File: config.mk
export PLATFORM = sky130hd
export DESIGN_NAME = pcsr_regs
export DESIGN_NICKNAME = d
export VERILOG_FILES = /design/src/design/pcsr_regs.v
export VERILOG_INCLUDE_DIRS = /design/src /design/src/design
export SDC_FILE = /design/constraint.sdc
export NUM_CORES = 1
export LEC_CHECK = 0
export BUFFER_PORTS_ARGS = -buffer_cell sky130_fd_sc_hd__buf_4
export CAP_MARGIN = 5
export CORE_UTILIZATION = 35
export CTS_CLUSTER_DIAMETER = 150
export DETAILED_ROUTE_END_ITERATION = 6
export GPL_ROUTABILITY_DRIVEN = 0
export PLACE_DENSITY = 0.51
export SETUP_SLACK_MARGIN = 0.02
export SLEW_MARGIN = 30
export SYNTH_ARGS = -nofsm -noshare
export SYNTH_HDL_FRONTEND = slang
export SYNTH_SLANG_ARGS = --single-unit
File: constraint.sdc
create_clock -name clk_in -period 1.8 [get_ports clk_in]
set_input_delay 0.36 -clock clk_in [delete_from_list [all_inputs] [get_ports clk_in]]
set_output_delay 0.36 -clock clk_in [all_outputs]
set_load 0.02 [all_outputs]
File: src/design/pcsr_defines.vh
// Register indexes, field positions, reset values and fixed codes of the PHY register set
`ifndef PCSR_DEFINES_VH
`define PCSR_DEFINES_VH

// ***************************************
// Register indexes
// ***************************************
`define PCSR_IDX_CONTROL    5'h00
`define PCSR_IDX_STATUS     5'h01
`define PCSR_IDX_ID_HIGH    5'h02
`define PCSR_IDX_ID_LOW     5'h03
`define PCSR_IDX_ADVERT     5'h04
`define PCSR_IDX_PARTNER    5'h05
`define PCSR_IDX_EXPANSION  5'h06
`define PCSR_IDX_MODE_CTL   5'h11
`define PCSR_IDX_SPECIAL    5'h12
`define PCSR_IDX_INDICATE   5'h1b
`define PCSR_IDX_INT_SRC    5'h1d
`define PCSR_IDX_INT_MASK   5'h1e
`define PCSR_IDX_SPEC_CTL   5'h1f

// ***************************************
// Field positions
// ***************************************
`define PCSR_CTL_RESET      15
`define PCSR_CTL_LOOPBACK   14
`define PCSR_CTL_SPEED      13
`define PCSR_CTL_AN_EN      12
`define PCSR_CTL_PWR_DOWN   11
`define PCSR_CTL_AN_RESTART 9
`define PCSR_CTL_DUPLEX     8
`define PCSR_CTL_COL_TEST   7
`define PCSR_MODE_EDPD      13
`define PCSR_MODE_ENERGY    1

// ***************************************
// Fixed values and reset values
// ***************************************
`define PCSR_STATUS_FIXED   16'h7809
`define PCSR_SELECTOR_RST   5'h01
`define PCSR_PHYAD_RST      5'h01
`define PCSR_ADV_PAUSE_RST  2'h0

`endif

File: src/design/pcsr_regs.v
// Indexed control and status register set of the 10/100 PHY
`include "pcsr_defines.vh"

module pcsr_regs #(
  parameter [15:0] OUI_BITS_3_18  = 16'h1234, // Arbitrary value
  parameter [5:0]  OUI_BITS_19_24 = 6'h2a,    // Arbitrary value
  parameter [5:0]  MODEL_NUMBER   = 6'h05,    // Arbitrary value
  parameter [3:0]  REVISION       = 4'h1,     // Arbitrary value
  parameter [2:0]  MODE_RST       = 3'h7
) (
  // Clock and reset
  input  wire        clk_in,
  input  wire        rst_b_in,
  // Indexed access from the MAC management logic
  input  wire [4:0]  index_in,
  input  wire        wr_en_in,
  input  wire [15:0] wr_data_in,
  input  wire        rd_en_in,
  output reg  [15:0] rd_data_out,
  output reg         rd_valid_out,
  // Straps and live conditions
  input  wire        speed_strap_in,
  input  wire        link_up_in,
  input  wire        jabber_in,
  input  wire        remote_fault_in,
  input  wire        an_complete_in,
  input  wire        an_speed_100_in,
  input  wire        an_full_duplex_in,
  input  wire        energy_on_in,
  input  wire [15:0] partner_ability_in,
  input  wire [15:0] expansion_in,
  input  wire [15:0] int_source_in,
  // Controls to the PHY
  output reg         soft_reset_out,
  output reg         loopback_out,
  output reg         an_enable_out,
  output reg         an_restart_out,
  output reg         power_down_out,
  output reg         col_test_out,
  output reg         speed_100_out,
  output reg         full_duplex_out,
  output reg         edpd_enable_out,
  output reg  [2:0]  phy_mode_out,
  output reg  [4:0]  phy_addr_out,
  output reg  [15:0] int_mask_out,
  output reg  [15:0] advert_out,
  output reg         pause_sym_out,
  output reg         pause_asym_out
);

  // ***************************************
  // State
  // ***************************************
  reg        strap_done;
  reg        strap_speed;
  reg        ctl_loopback;
  reg        ctl_speed;
  reg        ctl_an_en;
  reg        ctl_pwr_down;
  reg        ctl_duplex;
  reg        ctl_col_test;
  reg        adv_rfault;
  reg        adv_resv12;
  reg  [1:0] adv_pause;
  reg  [3:0] adv_ability;
  reg  [4:0] adv_selector;
  reg        mode_edpd;
  reg  [7:0] kept_over_soft_reset;
  reg  [15:0] indicate_reg;
  reg  [15:0] spec_ctl_reg;
  reg  [15:0] int_mask_reg;
  reg        lat_link_low;
  reg        lat_jabber;
  reg        lat_rfault;

  wire       wr_ctl;
  wire       soft_rst_req;
  wire       rd_status;
  wire [15:0] ctl_word;
  wire [15:0] status_word;
  wire [15:0] adv_word;
  wire [15:0] mode_word;
  reg  [15:0] next_rd_data;

  // Accesses on the strap capture edge are dropped so defaults land cleanly
  function wr_hit;
    input [4:0] idx;
    begin
      wr_hit = wr_en_in && strap_done && (index_in == idx);
    end
  endfunction

  assign wr_ctl       = wr_hit(`PCSR_IDX_CONTROL);
  assign soft_rst_req = wr_ctl && wr_data_in[`PCSR_CTL_RESET];
  assign rd_status    = rd_en_in && strap_done && (index_in == `PCSR_IDX_STATUS);

  // ***************************************
  // Strap capture after reset release
  // ***************************************
  always @(posedge clk_in or negedge rst_b_in) begin
    if (!rst_b_in) begin
      strap_done  <= 1'b0;
      strap_speed <= 1'b0;
    end else if (!strap_done) begin
      strap_done  <= 1'b1;
      strap_speed <= speed_strap_in;
    end
  end

  // ***************************************
  // Control register
  // ***************************************
  // Reset in the write wins over the other bits of that write
  always @(posedge clk_in or negedge rst_b_in) begin
    if (!rst_b_in) begin
      ctl_loopback <= 1'b0;
      ctl_speed    <= 1'b0;
      ctl_an_en    <= 1'b0;
      ctl_pwr_down <= 1'b0;
      ctl_duplex   <= 1'b0;
      ctl_col_test <= 1'b0;
    end else if (!strap_done || soft_rst_req) begin
      ctl_loopback <= 1'b0;
      ctl_speed    <= (!strap_done) ? speed_strap_in : strap_speed;
      ctl_an_en    <= (!strap_done) ? speed_strap_in : strap_speed;
      ctl_pwr_down <= 1'b0;
      ctl_duplex   <= 1'b0;
      ctl_col_test <= 1'b0;
    end else if (wr_ctl) begin
      ctl_loopback <= wr_data_in[`PCSR_CTL_LOOPBACK];
      ctl_speed    <= wr_data_in[`PCSR_CTL_SPEED];
      ctl_an_en    <= wr_data_in[`PCSR_CTL_AN_EN];
      ctl_pwr_down <= wr_data_in[`PCSR_CTL_PWR_DOWN];
      ctl_duplex   <= wr_data_in[`PCSR_CTL_DUPLEX];
      ctl_col_test <= wr_data_in[`PCSR_CTL_COL_TEST];
    end
  end

  // Self-clearing bits always read zero; reserved bits read zero
  assign ctl_word = {1'b0, ctl_loopback, ctl_speed, ctl_an_en, ctl_pwr_down, 1'b0, 1'b0,
                     ctl_duplex, ctl_col_test, 7'h00};

  // ***************************************
  // Advertisement register
  // ***************************************
  always @(posedge clk_in or negedge rst_b_in) begin
    if (!rst_b_in) begin
      adv_rfault   <= 1'b0;
      adv_resv12   <= 1'b0;
      adv_pause    <= `PCSR_ADV_PAUSE_RST;
      adv_ability  <= 4'h2;
      adv_selector <= `PCSR_SELECTOR_RST;
    end else if (!strap_done || soft_rst_req) begin
      adv_rfault   <= 1'b0;
      adv_resv12   <= 1'b0;
      adv_pause    <= `PCSR_ADV_PAUSE_RST;
      adv_ability  <= (!strap_done) ? {speed_strap_in, 1'b1, 2'b11} :
                                      {strap_speed, 1'b1, 2'b11};
      adv_selector <= `PCSR_SELECTOR_RST;
    end else if (wr_hit(`PCSR_IDX_ADVERT)) begin
      adv_rfault   <= wr_data_in[13];
      adv_resv12   <= wr_data_in[12];
      adv_pause    <= wr_data_in[11:10];
      adv_ability  <= wr_data_in[8:5];
      adv_selector <= wr_data_in[4:0];
    end
  end

  assign adv_word = {2'b00, adv_rfault, adv_resv12, adv_pause, 1'b0, adv_ability,
                     adv_selector};

  // ***************************************
  // Mode, special modes and vendor registers
  // ***************************************
  always @(posedge clk_in or negedge rst_b_in) begin
    if (!rst_b_in) begin
      mode_edpd    <= 1'b0;
      indicate_reg <= 16'h0000;
      spec_ctl_reg <= 16'h0000;
      int_mask_reg <= 16'h0000;
    end else if (soft_rst_req) begin
      mode_edpd    <= 1'b0;
      indicate_reg <= 16'h0000;
      spec_ctl_reg <= 16'h0000;
      int_mask_reg <= 16'h0000;
    end else begin
      if (wr_hit(`PCSR_IDX_MODE_CTL)) begin
        mode_edpd <= wr_data_in[`PCSR_MODE_EDPD];
      end
      if (wr_hit(`PCSR_IDX_INDICATE)) begin
        indicate_reg <= wr_data_in;
      end
      if (wr_hit(`PCSR_IDX_SPEC_CTL)) begin
        spec_ctl_reg <= wr_data_in;
      end
      if (wr_hit(`PCSR_IDX_INT_MASK)) begin
        int_mask_reg <= wr_data_in;
      end
    end
  end

  assign mode_word = {2'b00, mode_edpd, 11'h000, energy_on_in, 1'b0};

  // Only the hardware reset touches these; a soft reset leaves them alone
  always @(posedge clk_in or negedge rst_b_in) begin
    if (!rst_b_in) begin
      kept_over_soft_reset <= {MODE_RST, `PCSR_PHYAD_RST};
    end else if (wr_hit(`PCSR_IDX_SPECIAL) && !soft_rst_req) begin
      kept_over_soft_reset <= wr_data_in[7:0];
    end
  end

  // ***************************************
  // Latched status
  // ***************************************
  // A new event in the read cycle wins over the clear
  always @(posedge clk_in or negedge rst_b_in) begin
    if (!rst_b_in) begin
      lat_link_low <= 1'b0;
      lat_jabber   <= 1'b0;
      lat_rfault   <= 1'b0;
    end else begin
      if (!link_up_in) begin
        lat_link_low <= 1'b1;
      end else if (rd_status || soft_rst_req) begin
        lat_link_low <= 1'b0;
      end
      if (jabber_in) begin
        lat_jabber <= 1'b1;
      end else if (rd_status || soft_rst_req) begin
        lat_jabber <= 1'b0;
      end
      if (remote_fault_in) begin
        lat_rfault <= 1'b1;
      end else if (rd_status || soft_rst_req) begin
        lat_rfault <= 1'b0;
      end
    end
  end

  assign status_word = `PCSR_STATUS_FIXED
                     | {10'h000, an_complete_in & ~ctl_pwr_down,
                        remote_fault_in | lat_rfault,
                        1'b0,
                        link_up_in & ~lat_link_low,
                        jabber_in | lat_jabber,
                        1'b0};

  // ***************************************
  // Read decode
  // ***************************************
  always @* begin
    next_rd_data = 16'h0000;
    if (index_in == `PCSR_IDX_CONTROL) begin
      next_rd_data = ctl_word;
    end else if (index_in == `PCSR_IDX_STATUS) begin
      next_rd_data = status_word;
    end else if (index_in == `PCSR_IDX_ID_HIGH) begin
      next_rd_data = OUI_BITS_3_18;
    end else if (index_in == `PCSR_IDX_ID_LOW) begin
      next_rd_data = {OUI_BITS_19_24, MODEL_NUMBER, REVISION};
    end else if (index_in == `PCSR_IDX_ADVERT) begin
      next_rd_data = adv_word;
    end else if (index_in == `PCSR_IDX_PARTNER) begin
      next_rd_data = partner_ability_in;
    end else if (index_in == `PCSR_IDX_EXPANSION) begin
      next_rd_data = expansion_in;
    end else if (index_in == `PCSR_IDX_MODE_CTL) begin
      next_rd_data = mode_word;
    end else if (index_in == `PCSR_IDX_SPECIAL) begin
      next_rd_data = {8'h00, kept_over_soft_reset};
    end else if (index_in == `PCSR_IDX_INDICATE) begin
      next_rd_data = indicate_reg;
    end else if (index_in == `PCSR_IDX_INT_SRC) begin
      next_rd_data = int_source_in;
    end else if (index_in == `PCSR_IDX_INT_MASK) begin
      next_rd_data = int_mask_reg;
    end else if (index_in == `PCSR_IDX_SPEC_CTL) begin
      next_rd_data = spec_ctl_reg;
    end
  end

  always @(posedge clk_in or negedge rst_b_in) begin
    if (!rst_b_in) begin
      rd_data_out  <= 16'h0000;
      rd_valid_out <= 1'b0;
    end else begin
      rd_valid_out <= rd_en_in && strap_done;
      if (rd_en_in && strap_done) begin
        rd_data_out <= next_rd_data;
      end
    end
  end

  // ***************************************
  // Control outputs
  // ***************************************
  // Both pause kinds advertised still resolve to one kind at most
  always @(posedge clk_in or negedge rst_b_in) begin
    if (!rst_b_in) begin
      soft_reset_out  <= 1'b0;
      loopback_out    <= 1'b0;
      an_enable_out   <= 1'b0;
      an_restart_out  <= 1'b0;
      power_down_out  <= 1'b0;
      col_test_out    <= 1'b0;
      speed_100_out   <= 1'b0;
      full_duplex_out <= 1'b0;
      edpd_enable_out <= 1'b0;
      phy_mode_out    <= 3'h0;
      phy_addr_out    <= 5'h00;
      int_mask_out    <= 16'h0000;
      advert_out      <= 16'h0000;
      pause_sym_out   <= 1'b0;
      pause_asym_out  <= 1'b0;
    end else begin
      soft_reset_out  <= soft_rst_req;
      an_restart_out  <= wr_ctl && !soft_rst_req && wr_data_in[`PCSR_CTL_AN_RESTART];
      loopback_out    <= ctl_loopback;
      an_enable_out   <= ctl_an_en;
      power_down_out  <= ctl_pwr_down;
      col_test_out    <= ctl_col_test;
      speed_100_out   <= ctl_an_en ? an_speed_100_in : ctl_speed;
      full_duplex_out <= ctl_an_en ? an_full_duplex_in : ctl_duplex;
      edpd_enable_out <= mode_edpd;
      phy_mode_out    <= kept_over_soft_reset[7:5];
      phy_addr_out    <= kept_over_soft_reset[4:0];
      int_mask_out    <= int_mask_reg;
      advert_out      <= adv_word;
      pause_sym_out   <= an_complete_in && adv_pause[0] && partner_ability_in[10];
      pause_asym_out  <= an_complete_in && adv_pause[1] && partner_ability_in[11]
                         && !(adv_pause[0] && partner_ability_in[10]);
    end
  end

endmodule

==> qor.csv, run 1 <==
stage;metric;value;unit
run_status;status;finished, violations left;
run_status;violated checks;DRC;
critical_path;CP Launch Point;strap_done;
floorplan;Rows;51;
critical_path;crit path to;rd_data_out[0];
placement;placed instance area;9076;um2
cts;Num CTS Buffers;17;
finish;register area;3661;um2
power_and_ir_drop;maximum vdd drop;0.6701;mV
timing;Worst slew margin;66.48;%
critical_path;setup slack, reg-to-reg;140;ps
grt;GRT busiest layer;met2;
cts;H-tree depth;4;
drt;vias;6825;
timing;Final Hold Vio Count;0;
critical_path;Worst setup SP type;register;
yosys;post-synthesis area per instance;9.302;um2
cts;Setup Fix Bufs, Post-CTS;0;
yosys;Post-synth EDFFs;0;
critical_path;worst path required time;2100;ps
drt;routed wire length;25.68;mm
timing;final setup skew;8.853;ps
finish;share of cells above drive strength 1;33.20;%
finish;# diodes;0;
critical_path;largest fanout on the critical path;12;
finish;Finished Core Util;49.66;%
hold_path;Hold Crit Class;in -> reg;
yosys;Mapped Area;6995;um2
timing;Final Setup Violations;0;
critical_path;endpoint class of the critical path;register;
grt;vias in the first global route;6804;
cts;Clock Latency Late Sink;430;ps
timing;Achievable Freq;0.6018;GHz
critical_path;Setup CP Type;reg -> reg;
timing;Worst-Margin Slew;502.8;ps
grt;global route overflow;0;
yosys;Seq/Total Area, Yosys;52.33;%
critical_path;R2R cell count;6;
yosys;Cell variety after synth;67;
drt;DRT iter0 DRCs;620;
floorplan;Core ar.;19530;um2
timing;RSZ-0062 raised after global routing;false;
grt;largest net degree at the start of global routing;49;
yosys;Top FF cell, synth;dfrtp_1;
drt;post-route ant nets;0;
critical_path;Critical R2R Launch;strap_done;
finish;area of the multi-input gates;3034;um2
yosys;Synth async-reset ratio;100.0;%
power_and_ir_drop;Power Total;8.857;mW
run;MaxCap Viol Count;0;
yosys;synthesized flop and latch total;146;
drt;DR WL/cell;20.50;um
grt;GR met3 Demand/Resource;5.965;%
timing;crit share post-route;92.31;%
floorplan;Ports;149;
grt;All-Layer GR Usage;25.91;%
timing;fin crit period;1662;ps
yosys;Cells after Synth;752;
floorplan;Die Wd;143.4;um
grt;met1 GRT Util;35.34;%
power_and_ir_drop;PwrDens;913.4;nW/um2
placement;DP Cell Count;1220;
grt;first-pass GRT wire length;38.99;mm
yosys;warnings from Yosys;0;
cts;CTS tree;built;
grt;initial antenna violation count;0;
power_and_ir_drop;Pleak;4.440;nW
finish;fill cell count;1880;
finish;finished layout cell area;9697;um2
placement;Final HPWL DP;19.54;mm
hold_path;Hold Crit Start;jabber_in;
cts;clk buf depth;2;
finish;synthesis-to-finish area growth;38.62;%
drt;via/cell ratio;5.447;
drt;DR pass1 iterations;7;
critical_path;reg2reg end;rd_data_out[0];
finish;non-filler instance count after layout;1253;
finish;Final nets;1056;
cts;clock root cell;clkbuf_16;
floorplan;Initial Utilization;35.83;%
cts;clock slew seen by the registers of the worst setup and hold paths;60;ps
drt;# DRC;2;
critical_path;Critical Path AT;1960;ps
grt;GR Layer Usage met2;39.83;%
cts;Clock Sinks;146;
timing;Slew Limit Fails;0;
floorplan;Die Area;20560;um2
placement;port bufs;145;
floorplan;die height;143.4;um
final cells by class:
type	count	share of cell area, %
sequential	146	37.75
multi-input combinational	541	31.29
tap	265	3.419
clock inverter	8	1.045
timing repair buffer	260	20.97
inverter	9	0.3484
clock buffer	24	5.174
metal layers:
metal	up-vias	wire, um	share of wire, %
met2	301	11720	46
met4	0	670	2.6
met5	-	0	0
met3	51	1947	7.6
met1	3356	11340	44
li1	3117	-	-
where the power goes:
part | leakage [nW] | internal [mW] | switching, mW
Combinational | 2.26 | 0.646 | 0.796
Clock | 0.288 | 2.22 | 1.39
Sequential | 1.89 | 3.60 | 0.207
Total | 4.44 | 6.47 | 2.39
timing repair:
action	CTS	global route
endpoints found under the hold margin	44	0
setup endpoints to repair	0	2
resized for setup	0	2
hold buffers	1	0
how the worst min path moves through the flow:
stage                endpoint  slack, ps  cells past startpoint
2_1_floorplan  adv_ability[0]         60                      0
3_3_place_gp     col_test_out        350                      1
3_5_place_dp   advert_out[10]        350                      1
4_1_cts            lat_jabber        100                      2
5_1_grt            lat_rfault        120                      2
6_report           lat_jabber        120                      2
through the flow:
stage	hold slack, ps	worst slack, ps	setup TNS [ps]
4_1_cts	101.2	42.80	0
3_5_place_dp	348.4	-240.8	-13490
6_report	121.0	138.4	0
2_1_floorplan	64.41	5.736	0
5_1_grt	115.5	36.57	0
3_3_place_gp	346.6	-211.8	-12450
cells in the final DEF (no fill, tap or decap), types with 7 or more instances in the layout:
cell type,instances
dfrtp_1,140
o22ai_1,7
nor3_1,10
clkbuf_16,17
o21ai_0,41
buf_4,252
inv_1,9
nand3_1,19
nand2_1,150
a21oi_1,102
mux2_2,11
a211oi_1,9
o2bb2ai_1,10
a22oi_1,7
nand2b_1,9
nor2_1,45
nand3b_1,14
synth_stat cells, types with 4 or more instances:
| cell type | count | share of area, % |
|---|---|---|
| nand2_1 | 151 | 8.1 |
| dfrtp_1 | 140 | 50 |
| a21oi_1 | 102 | 7.3 |
| nor2_1 | 45 | 2.4 |
| o21ai_0 | 41 | 2.9 |
| buf_2 | 29 | 2.1 |
| nand3_1 | 19 | 1.4 |
| clkbuf_1 | 15 | 0.80 |
| nand3b_1 | 14 | 1.5 |
| buf_4 | 11 | 1.2 |
| mux2_2 | 11 | 1.8 |
| a211oi_1 | 10 | 1.1 |
| nor3_1 | 10 | 0.72 |
| o2bb2ai_1 | 10 | 1.3 |
| inv_1 | 9 | 0.48 |
| nand2b_1 | 9 | 0.80 |
| a22oi_1 | 7 | 0.75 |
| o22ai_1 | 7 | 0.63 |
| a21o_1 | 6 | 0.64 |
| dfstp_2 | 6 | 2.3 |
| a221o_1 | 5 | 0.72 |
| and3_1 | 5 | 0.45 |
| nor2b_1 | 5 | 0.45 |
| o21ai_1 | 5 | 0.36 |
| o221ai_1 | 5 | 0.63 |
| a221oi_1 | 4 | 0.50 |
| a2bb2oi_1 | 4 | 0.50 |
| o311ai_0 | 4 | 0.50 |
worst max-delay path, stage by stage, from the launching register on:
cell,delay (ps)
dfrtp_1,410
nand2_2,140
buf_4,210
a21o_1,180
a211o_1,280
a211oi_1,230
a211oi_1,80
logic make-up after synthesis:
kind of cell / count (synthesis) / synth area share, %
AO/OA/AOI/OAI: 241 / 21.57
XOR/XNOR: 1 / 0.1252
buffers and inverters: 67 / 4.704
flip-flops: 146 / 52.33
multiplexers: 12 / 1.914
other: 2 / 0.1074
AND/OR/NAND/NOR: 283 / 19.25
(Power assumes the default switching activity.)
==> inputs of run 2 (changes only) <==
--- a/config.mk
+++ b/config.mk
@@ -8,10 +8,12 @@
 export LEC_CHECK = 0
 export BUFFER_PORTS_ARGS = -buffer_cell sky130_fd_sc_hd__buf_4
 export CAP_MARGIN = 5
+export CORE_MARGIN = 5
 export CORE_UTILIZATION = 35
 export CTS_CLUSTER_DIAMETER = 150
 export DETAILED_ROUTE_END_ITERATION = 6
 export GPL_ROUTABILITY_DRIVEN = 0
+export MAX_ROUTING_LAYER = met4
 export PLACE_DENSITY = 0.51
 export SETUP_SLACK_MARGIN = 0.02
 export SLEW_MARGIN = 30
==> constraint.sdc (replaced) <==
create_clock -name clk_in -period 1.8 [get_ports clk_in]
set_input_delay 0.18 -clock clk_in [delete_from_list [all_inputs] [get_ports clk_in]]
set_output_delay 0.18 -clock clk_in [all_outputs]
set_load 0.02 [all_outputs]
==> run 2 against run 1 <==
  * The run now ends clean
  * Power up 2.2%
  * Die area up 11%
  * Setup slack better by 57 ps
  * Fmax up 3.6%
==> qor.csv, run 2 (synthesis results as in run 1) <==
stage;metric;value;unit;change
run_status;status;finished, final reports clean;;
floorplan;Rows;51;;unchanged
timing;Final WS setup;195.7;ps;+57.27 ps
drt;routed wire length;25.90;mm;+0.85%
critical_path;largest fanout on the critical path;7;;-5
drt;# DRC;0;;-2
power_and_ir_drop;Seq pwr share;42.0;%;-0.9 points
power_and_ir_drop;Power Total;9.052;mW;+2.2%
cts;H-tree depth;4;;unchanged
critical_path;reg2reg end;rd_data_out[12];;
drt;vias;6604;;-3.2%
cts;clk buf depth;2;;unchanged
timing;final setup skew;8.083;ps;-0.7692 ps
grt;global route overflow;0;;unchanged
floorplan;Die Wd;151.4;um;+5.6%
critical_path;slowest stage delay, CP;470;ps;+60 ps
timing;RSZ-0062 raised after global routing;false;;
floorplan;Core ar.;19590;um2;+0.33%
power_and_ir_drop;P_sw;2.397;mW;+0.27%
placement;dpl ws;-21.22;ps;+219.6 ps
critical_path;Setup CP Type;reg -> reg;;
critical_path;R2R cell count;7;;+1
power_and_ir_drop;PwrDens;949.0;nW/um2;+3.9%
placement;Final HPWL DP;19.84;mm;+1.6%
finish;# diodes;0;;unchanged
timing;Worst-Margin Slew;521.2;ps;+18.42 ps
power_and_ir_drop;Logic pwr share;15.6;%;-0.7 points
placement;port bufs;145;;unchanged
cts;Clock Sinks;146;;unchanged
critical_path;Critical R2R Launch;strap_done;;
run;MaxCap Viol Count;0;;unchanged
grt;All-Layer GR Usage;23.53;%;-2.4 points
drt;DR pass1 iterations;7;;unchanged
timing;Slew Limit Fails;0;;unchanged
cts;Setup Fix Bufs, Post-CTS;0;;unchanged
grt;vias in the first global route;6584;;-3.2%
timing;Achievable Freq;0.6233;GHz;+3.6%
timing;crit share post-route;89.13;%;-3.2 points
drt;post-route ant nets;0;;unchanged
drt;DR WL/cell;21.13;um;+3.1%
grt;initial antenna violation count;0;;unchanged
grt;first-pass GRT wire length;39.10;mm;+0.30%
finish;non-filler instance count after layout;1226;;-2.2%
placement;DP Cell Count;1188;;-2.6%
grt;largest net degree at the start of global routing;48;;-2.0%
timing;Worst slew margin;65.13;%;-1.4 points
power_and_ir_drop;clock group share of total power;42.4;%;+1.6 points
critical_path;setup slack, reg-to-reg;200;ps;+60 ps
finish;most frequent cells in the layout;buf_4, nand2_1, dfrtp_1;;
cts;CTS tree;built;;
critical_path;crit path to;rd_data_out[12];;
floorplan;Initial Utilization;35.71;%;-0.12 points
critical_path;CP Launch Point;strap_done;;
timing;fin crit period;1604;ps;-57.27 ps
drt;DRT iter0 DRCs;601;;-3.1%
critical_path;endpoint class of the critical path;register;;
floorplan;die height;151.4;um;+5.6%
power_and_ir_drop;Pint;6.655;mW;+2.9%
critical_path;Slowest-stage cell, CP;dfrtp_2;;
timing;Final Setup Violations;0;;unchanged
hold_path;Hold Crit Start;an_complete_in;;
critical_path;Worst setup SP type;register;;
cts;Num CTS Buffers;17;;unchanged
hold_path;Hold Crit Class;in -> reg;;
power_and_ir_drop;Sw Share;26.48;%;-0.51 points
critical_path;Critical Path AT;1910;ps;-50 ps
cts;clock root cell;clkbuf_16;;
drt;via/cell ratio;5.387;;-1.1%
power_and_ir_drop;maximum vdd drop;0.6349;mV;-5.2%
critical_path;cell breakdown of the critical path;nand2_2 -> inv_1 -> buf_4 -> nand3_1 -> o311ai_0 -> a21oi_1 -> nor2_1;;
floorplan;Die Area;22910;um2;+11%
cts;Clock Latency Late Sink;420;ps;about the same
finish;synthesis-to-finish area growth;36.34;%;
floorplan;Ports;149;;unchanged
finish;Finished Core Util;48.69;%;-0.97 points
timing;Final Hold Vio Count;0;;unchanged
power_and_ir_drop;Pleak;4.334;nW;-2.4%
finish;share of cells above drive strength 1;31.01;%;-2.2 points
finish;Final nets;1029;;-2.6%
finish;most common cell after layout, fill and taps aside;buf_4;;
critical_path;worst path required time;2110;ps;about the same
timing;Hold Worst Slack;16.72;ps;-104.2 ps
cts;clock slew seen by the registers of the worst setup and hold paths;60;ps;about the same
run 2: cell count changes in the layout (fill, tap and decap cells not counted), sizes merged:
cell         change
clkinv           +2
dlygate4sd3      +5
buf             -32
inv              +2
clkinvlp         -2
clkbuf           -4
bufinv           +2
run 2: how the worst min path moves through the flow:
stage                     cells past startpoint              to
after CTS                                     3  pause_asym_out
final                                         3  pause_asym_out
after global routing                          2   pause_sym_out
after global placement                        1   an_enable_out
after floorplan                               0  adv_ability[0]
after detailed placement                      1   an_enable_out
run 2: worst max-delay path: cells and delay by family, from the launching register on:
kind,cells,cell delay [ps]
flip-flops,1,470
buffers and inverters,2,310
AO/OA/AOI/OAI,2,360
AND/OR/NAND/NOR,3,340
run 2: what timing repair did:
action / in CTS / in global routing
hold endpoints to repair: 42 / 0
gates cloned: 0 / 0
hold buffers: 6 / 0
gates resized for setup: 1 / 3
setup endpoints to repair: 2 / 26
run 2: layer usage:
layer / vias to the layer above / global-route usage (%) / part of all wire [%]
li1: 3053 / - / -
met2: 327 / 35.39 / 46
met4: 0 / 7.026 / 1.9
met5: - / - / 0
met1: 3188 / 31.69 / 44
met3: 36 / 5.685 / 8.8
run 2: stage by stage:
stage	setup TNS (ps)	instance area, um2
final	0	9538
after global routing	0	9538
after CTS	0	9532
after detailed placement	-53.42	8822
after global placement	0	8822
after floorplan	0	7003
run 2: cell type report:
type	instances	area (um2)
Clock buffer	20	466.7
Clock inverter	12	177.7
Fill cell	1869	10050
Inverter	9	33.78
Multi-Input combinational cell	541	3023
Sequential cell	146	3662
Tap cell	265	331.6
Timing Repair Buffer	233	1843
run 2: power groups by stage:
stage	Clock, mW	Sequential (mW)	Combinational (mW)
2_1_floorplan	0	3.93	0.538
3_3_place_gp	0	3.86	1.39
3_5_place_dp	0	3.85	1.40
4_1_cts	3.91	3.80	1.42
5_1_grt	4.05	3.83	1.54
6_report	3.84	3.80	1.42
==> inputs of run 3 (changes only) <==
--- a/config.mk
+++ b/config.mk
@@ -14,7 +14,6 @@
 export DETAILED_ROUTE_END_ITERATION = 6
 export GPL_ROUTABILITY_DRIVEN = 0
 export MAX_ROUTING_LAYER = met4
-export PLACE_DENSITY = 0.51
 export SETUP_SLACK_MARGIN = 0.02
 export SLEW_MARGIN = 30
 export SYNTH_ARGS = -nofsm -noshare
==> run 3 against run 2 <==
  * Clock power grew 2%
  * Die area unchanged
  * Hold slack got worse by 3.0 ps
  * Setup slack lost 120 ps
  * Cell count up 0.41%
  * Clock skew is 0.76 ps lower
  * Utilization is 0.20 points higher
  * Power up 0.69%
  * First-iteration DRC count rose by 9.2%
  * Highest routed layer unchanged
==> qor.csv, run 3 (synthesis results as in run 1) <==
stage;metric;value;unit;change
finish;most frequent cells in the layout;buf_4, nand2_1, dfrtp_1;;
floorplan;Die Wd;151.4;um;unchanged
placement;port bufs;145;;unchanged
cts;clock root cell;clkbuf_16;;
critical_path;Critical Path AT;2040;ps;+130 ps
timing;Worst-Margin Slew;594.1;ps;+72.92 ps
timing;Achievable Freq;0.5796;GHz;-7.0%
cts;CTS tree;built;;
floorplan;Initial Utilization;35.71;%;unchanged
grt;initial antenna violation count;0;;unchanged
timing;RSZ-0062 raised after global routing;false;;
critical_path;Worst path depth;6;;-1
run;MaxCap Viol Count;0;;unchanged
power_and_ir_drop;maximum vdd drop;0.6162;mV;-3.0%
critical_path;crit path to;rd_data_out[12];;
cts;clock slew seen by the registers of the worst setup and hold paths;60;ps;about the same
timing;Worst slew margin;59.89;%;-5.2 points
floorplan;Die Area;22910;um2;unchanged
run_status;status;finished, final reports clean;;
floorplan;Ports;149;;unchanged
finish;synthesis-to-finish area growth;36.92;%;
timing;fin crit period;1725;ps;+121.0 ps
drt;DR pass1 iterations;5;;-2
critical_path;CP Launch Point;strap_done;;
critical_path;slowest stage delay, CP;410;ps;-60 ps
timing;final setup skew;7.321;ps;-0.7622 ps
finish;fill cell count;1884;;+0.80%
critical_path;cell family with most CP delay;compound AO/OA/AOI/OAI gates;;
drt;post-route ant nets;0;;unchanged
placement;placed instance area;8865;um2;+0.48%
drt;via/cell ratio;5.371;;-0.29%
floorplan;Core ar.;19590;um2;unchanged
critical_path;reg2reg end;rd_data_out[12];;
drt;DR WL/cell;20.41;um;-3.4%
drt;routed wire length;25.12;mm;-3.0%
floorplan;die height;151.4;um;unchanged
finish;# diodes;0;;unchanged
critical_path;Critical R2R Launch;strap_done;;
drt;# DRC;0;;unchanged
grt;vias in the first global route;6373;;-3.2%
cts;Clock Sinks;146;;unchanged
hold_path;Hold Crit Class;in -> reg;;
power_and_ir_drop;PwrDens;951.6;nW/um2;+0.27%
cts;Setup Fix Bufs, Post-CTS;0;;unchanged
power_and_ir_drop;Power Total;9.114;mW;+0.69%
hold_path;hold path cells;2;;-1
grt;largest net degree at the start of global routing;45;;-6.3%
placement;Final HPWL DP;19.08;mm;-3.9%
timing;Final Setup Violations;0;;unchanged
finish;register area;3661;um2;about the same
critical_path;Buf/Inv on CP;1;;-1
power_and_ir_drop;Pleak;4.352;nW;+0.42%
grt;global route overflow;0;;unchanged
critical_path;largest fanout on the critical path;9;;+2
timing;crit share post-route;95.85;%;+6.7 points
finish;Final nets;1034;;+0.49%
cts;Clock Latency Late Sink;430;ps;about the same
grt;All-Layer GR Usage;22.58;%;-0.94 points
critical_path;endpoint class of the critical path;register;;
critical_path;Setup CP Type;reg -> reg;;
critical_path;Worst setup SP type;register;;
grt;first-pass GRT wire length;37.52;mm;-4.1%
critical_path;setup slack, reg-to-reg;70;ps;-120 ps
critical_path;worst path required time;2110;ps;about the same
finish;most common cell after layout, fill and taps aside;buf_4;;
critical_path;Slowest-stage cell, CP;dfrtp_1;;
cts;H-tree depth;4;;unchanged
drt;DRT iter0 DRCs;656;;+9.2%
critical_path;R2R cell count;6;;-1
timing;Hold Worst Slack;13.76;ps;-2.960 ps
timing;Final Hold Vio Count;0;;unchanged
floorplan;Rows;51;;unchanged
cts;clk buf depth;2;;unchanged
cts;Num CTS Buffers;17;;unchanged
drt;vias;6612;;+0.12%
critical_path;cell breakdown of the critical path;nand2_2 -> inv_1 -> nand3_1 -> o311ai_0 -> a21oi_1 -> nor2_1;;
finish;finished layout cell area;9578;um2;+0.42%
finish;area of the multi-input gates;3015;um2;-0.25%
timing;Slew Limit Fails;0;;unchanged
finish;share of cells above drive strength 1;30.75;%;-0.26 points
-- run 3: power by group --
group | internal (mW) | switching [mW]
Clock | 2.46 | 1.45
Sequential | 3.60 | 0.201
Combinational | 0.626 | 0.783
-- run 3: per-layer routing --
layer	share of wire (%)	GRT usage [%]
met4	1.8	5.893
met1	43	30.11
met3	9.4	6.493
met2	46	33.96
met5	0	-
-- run 3: cell type report --
| cell class | instances | share of cell area [%] |
|---|---|---|
| inverter | 9 | 0.3527 |
| clock inverter | 13 | 2.169 |
| tap | 265 | 3.462 |
| multi-input combinational | 541 | 31.48 |
| sequential | 146 | 38.22 |
| clock buffer | 19 | 4.520 |
| timing repair buffer | 238 | 19.79 |
-- run 3: per-stage QoR --
step                setup TNS [ps]  cells  setup WS (ps)  utilization, %
floorplan                        0    754          138.8               -
global placement            -104.7   1192         -66.34           45.25
detailed placement          -733.8   1192         -111.0           45.25
CTS                              0   1231          160.6           48.89
global route                     0   1231          53.23           48.89
finish                           0   1231          74.75           48.89
-- run 3: worst min-delay path by stage --
stage                              start             end  slack [ps]
after floorplan                 rst_b_in  adv_ability[0]        -120
after global placement          rst_b_in    col_test_out         140
after detailed placement        rst_b_in    col_test_out         140
after CTS                 an_complete_in   pause_sym_out           3
after global routing      an_complete_in   pause_sym_out           5
final                     an_complete_in   pause_sym_out          10
-- run 3: what timing repair did --
action | CTS | global route
resized for setup | 1 | 0
endpoints found under the setup margin | 1 | 0
hold buffers | 7 | 0
hold endpoints to repair | 40 | 0
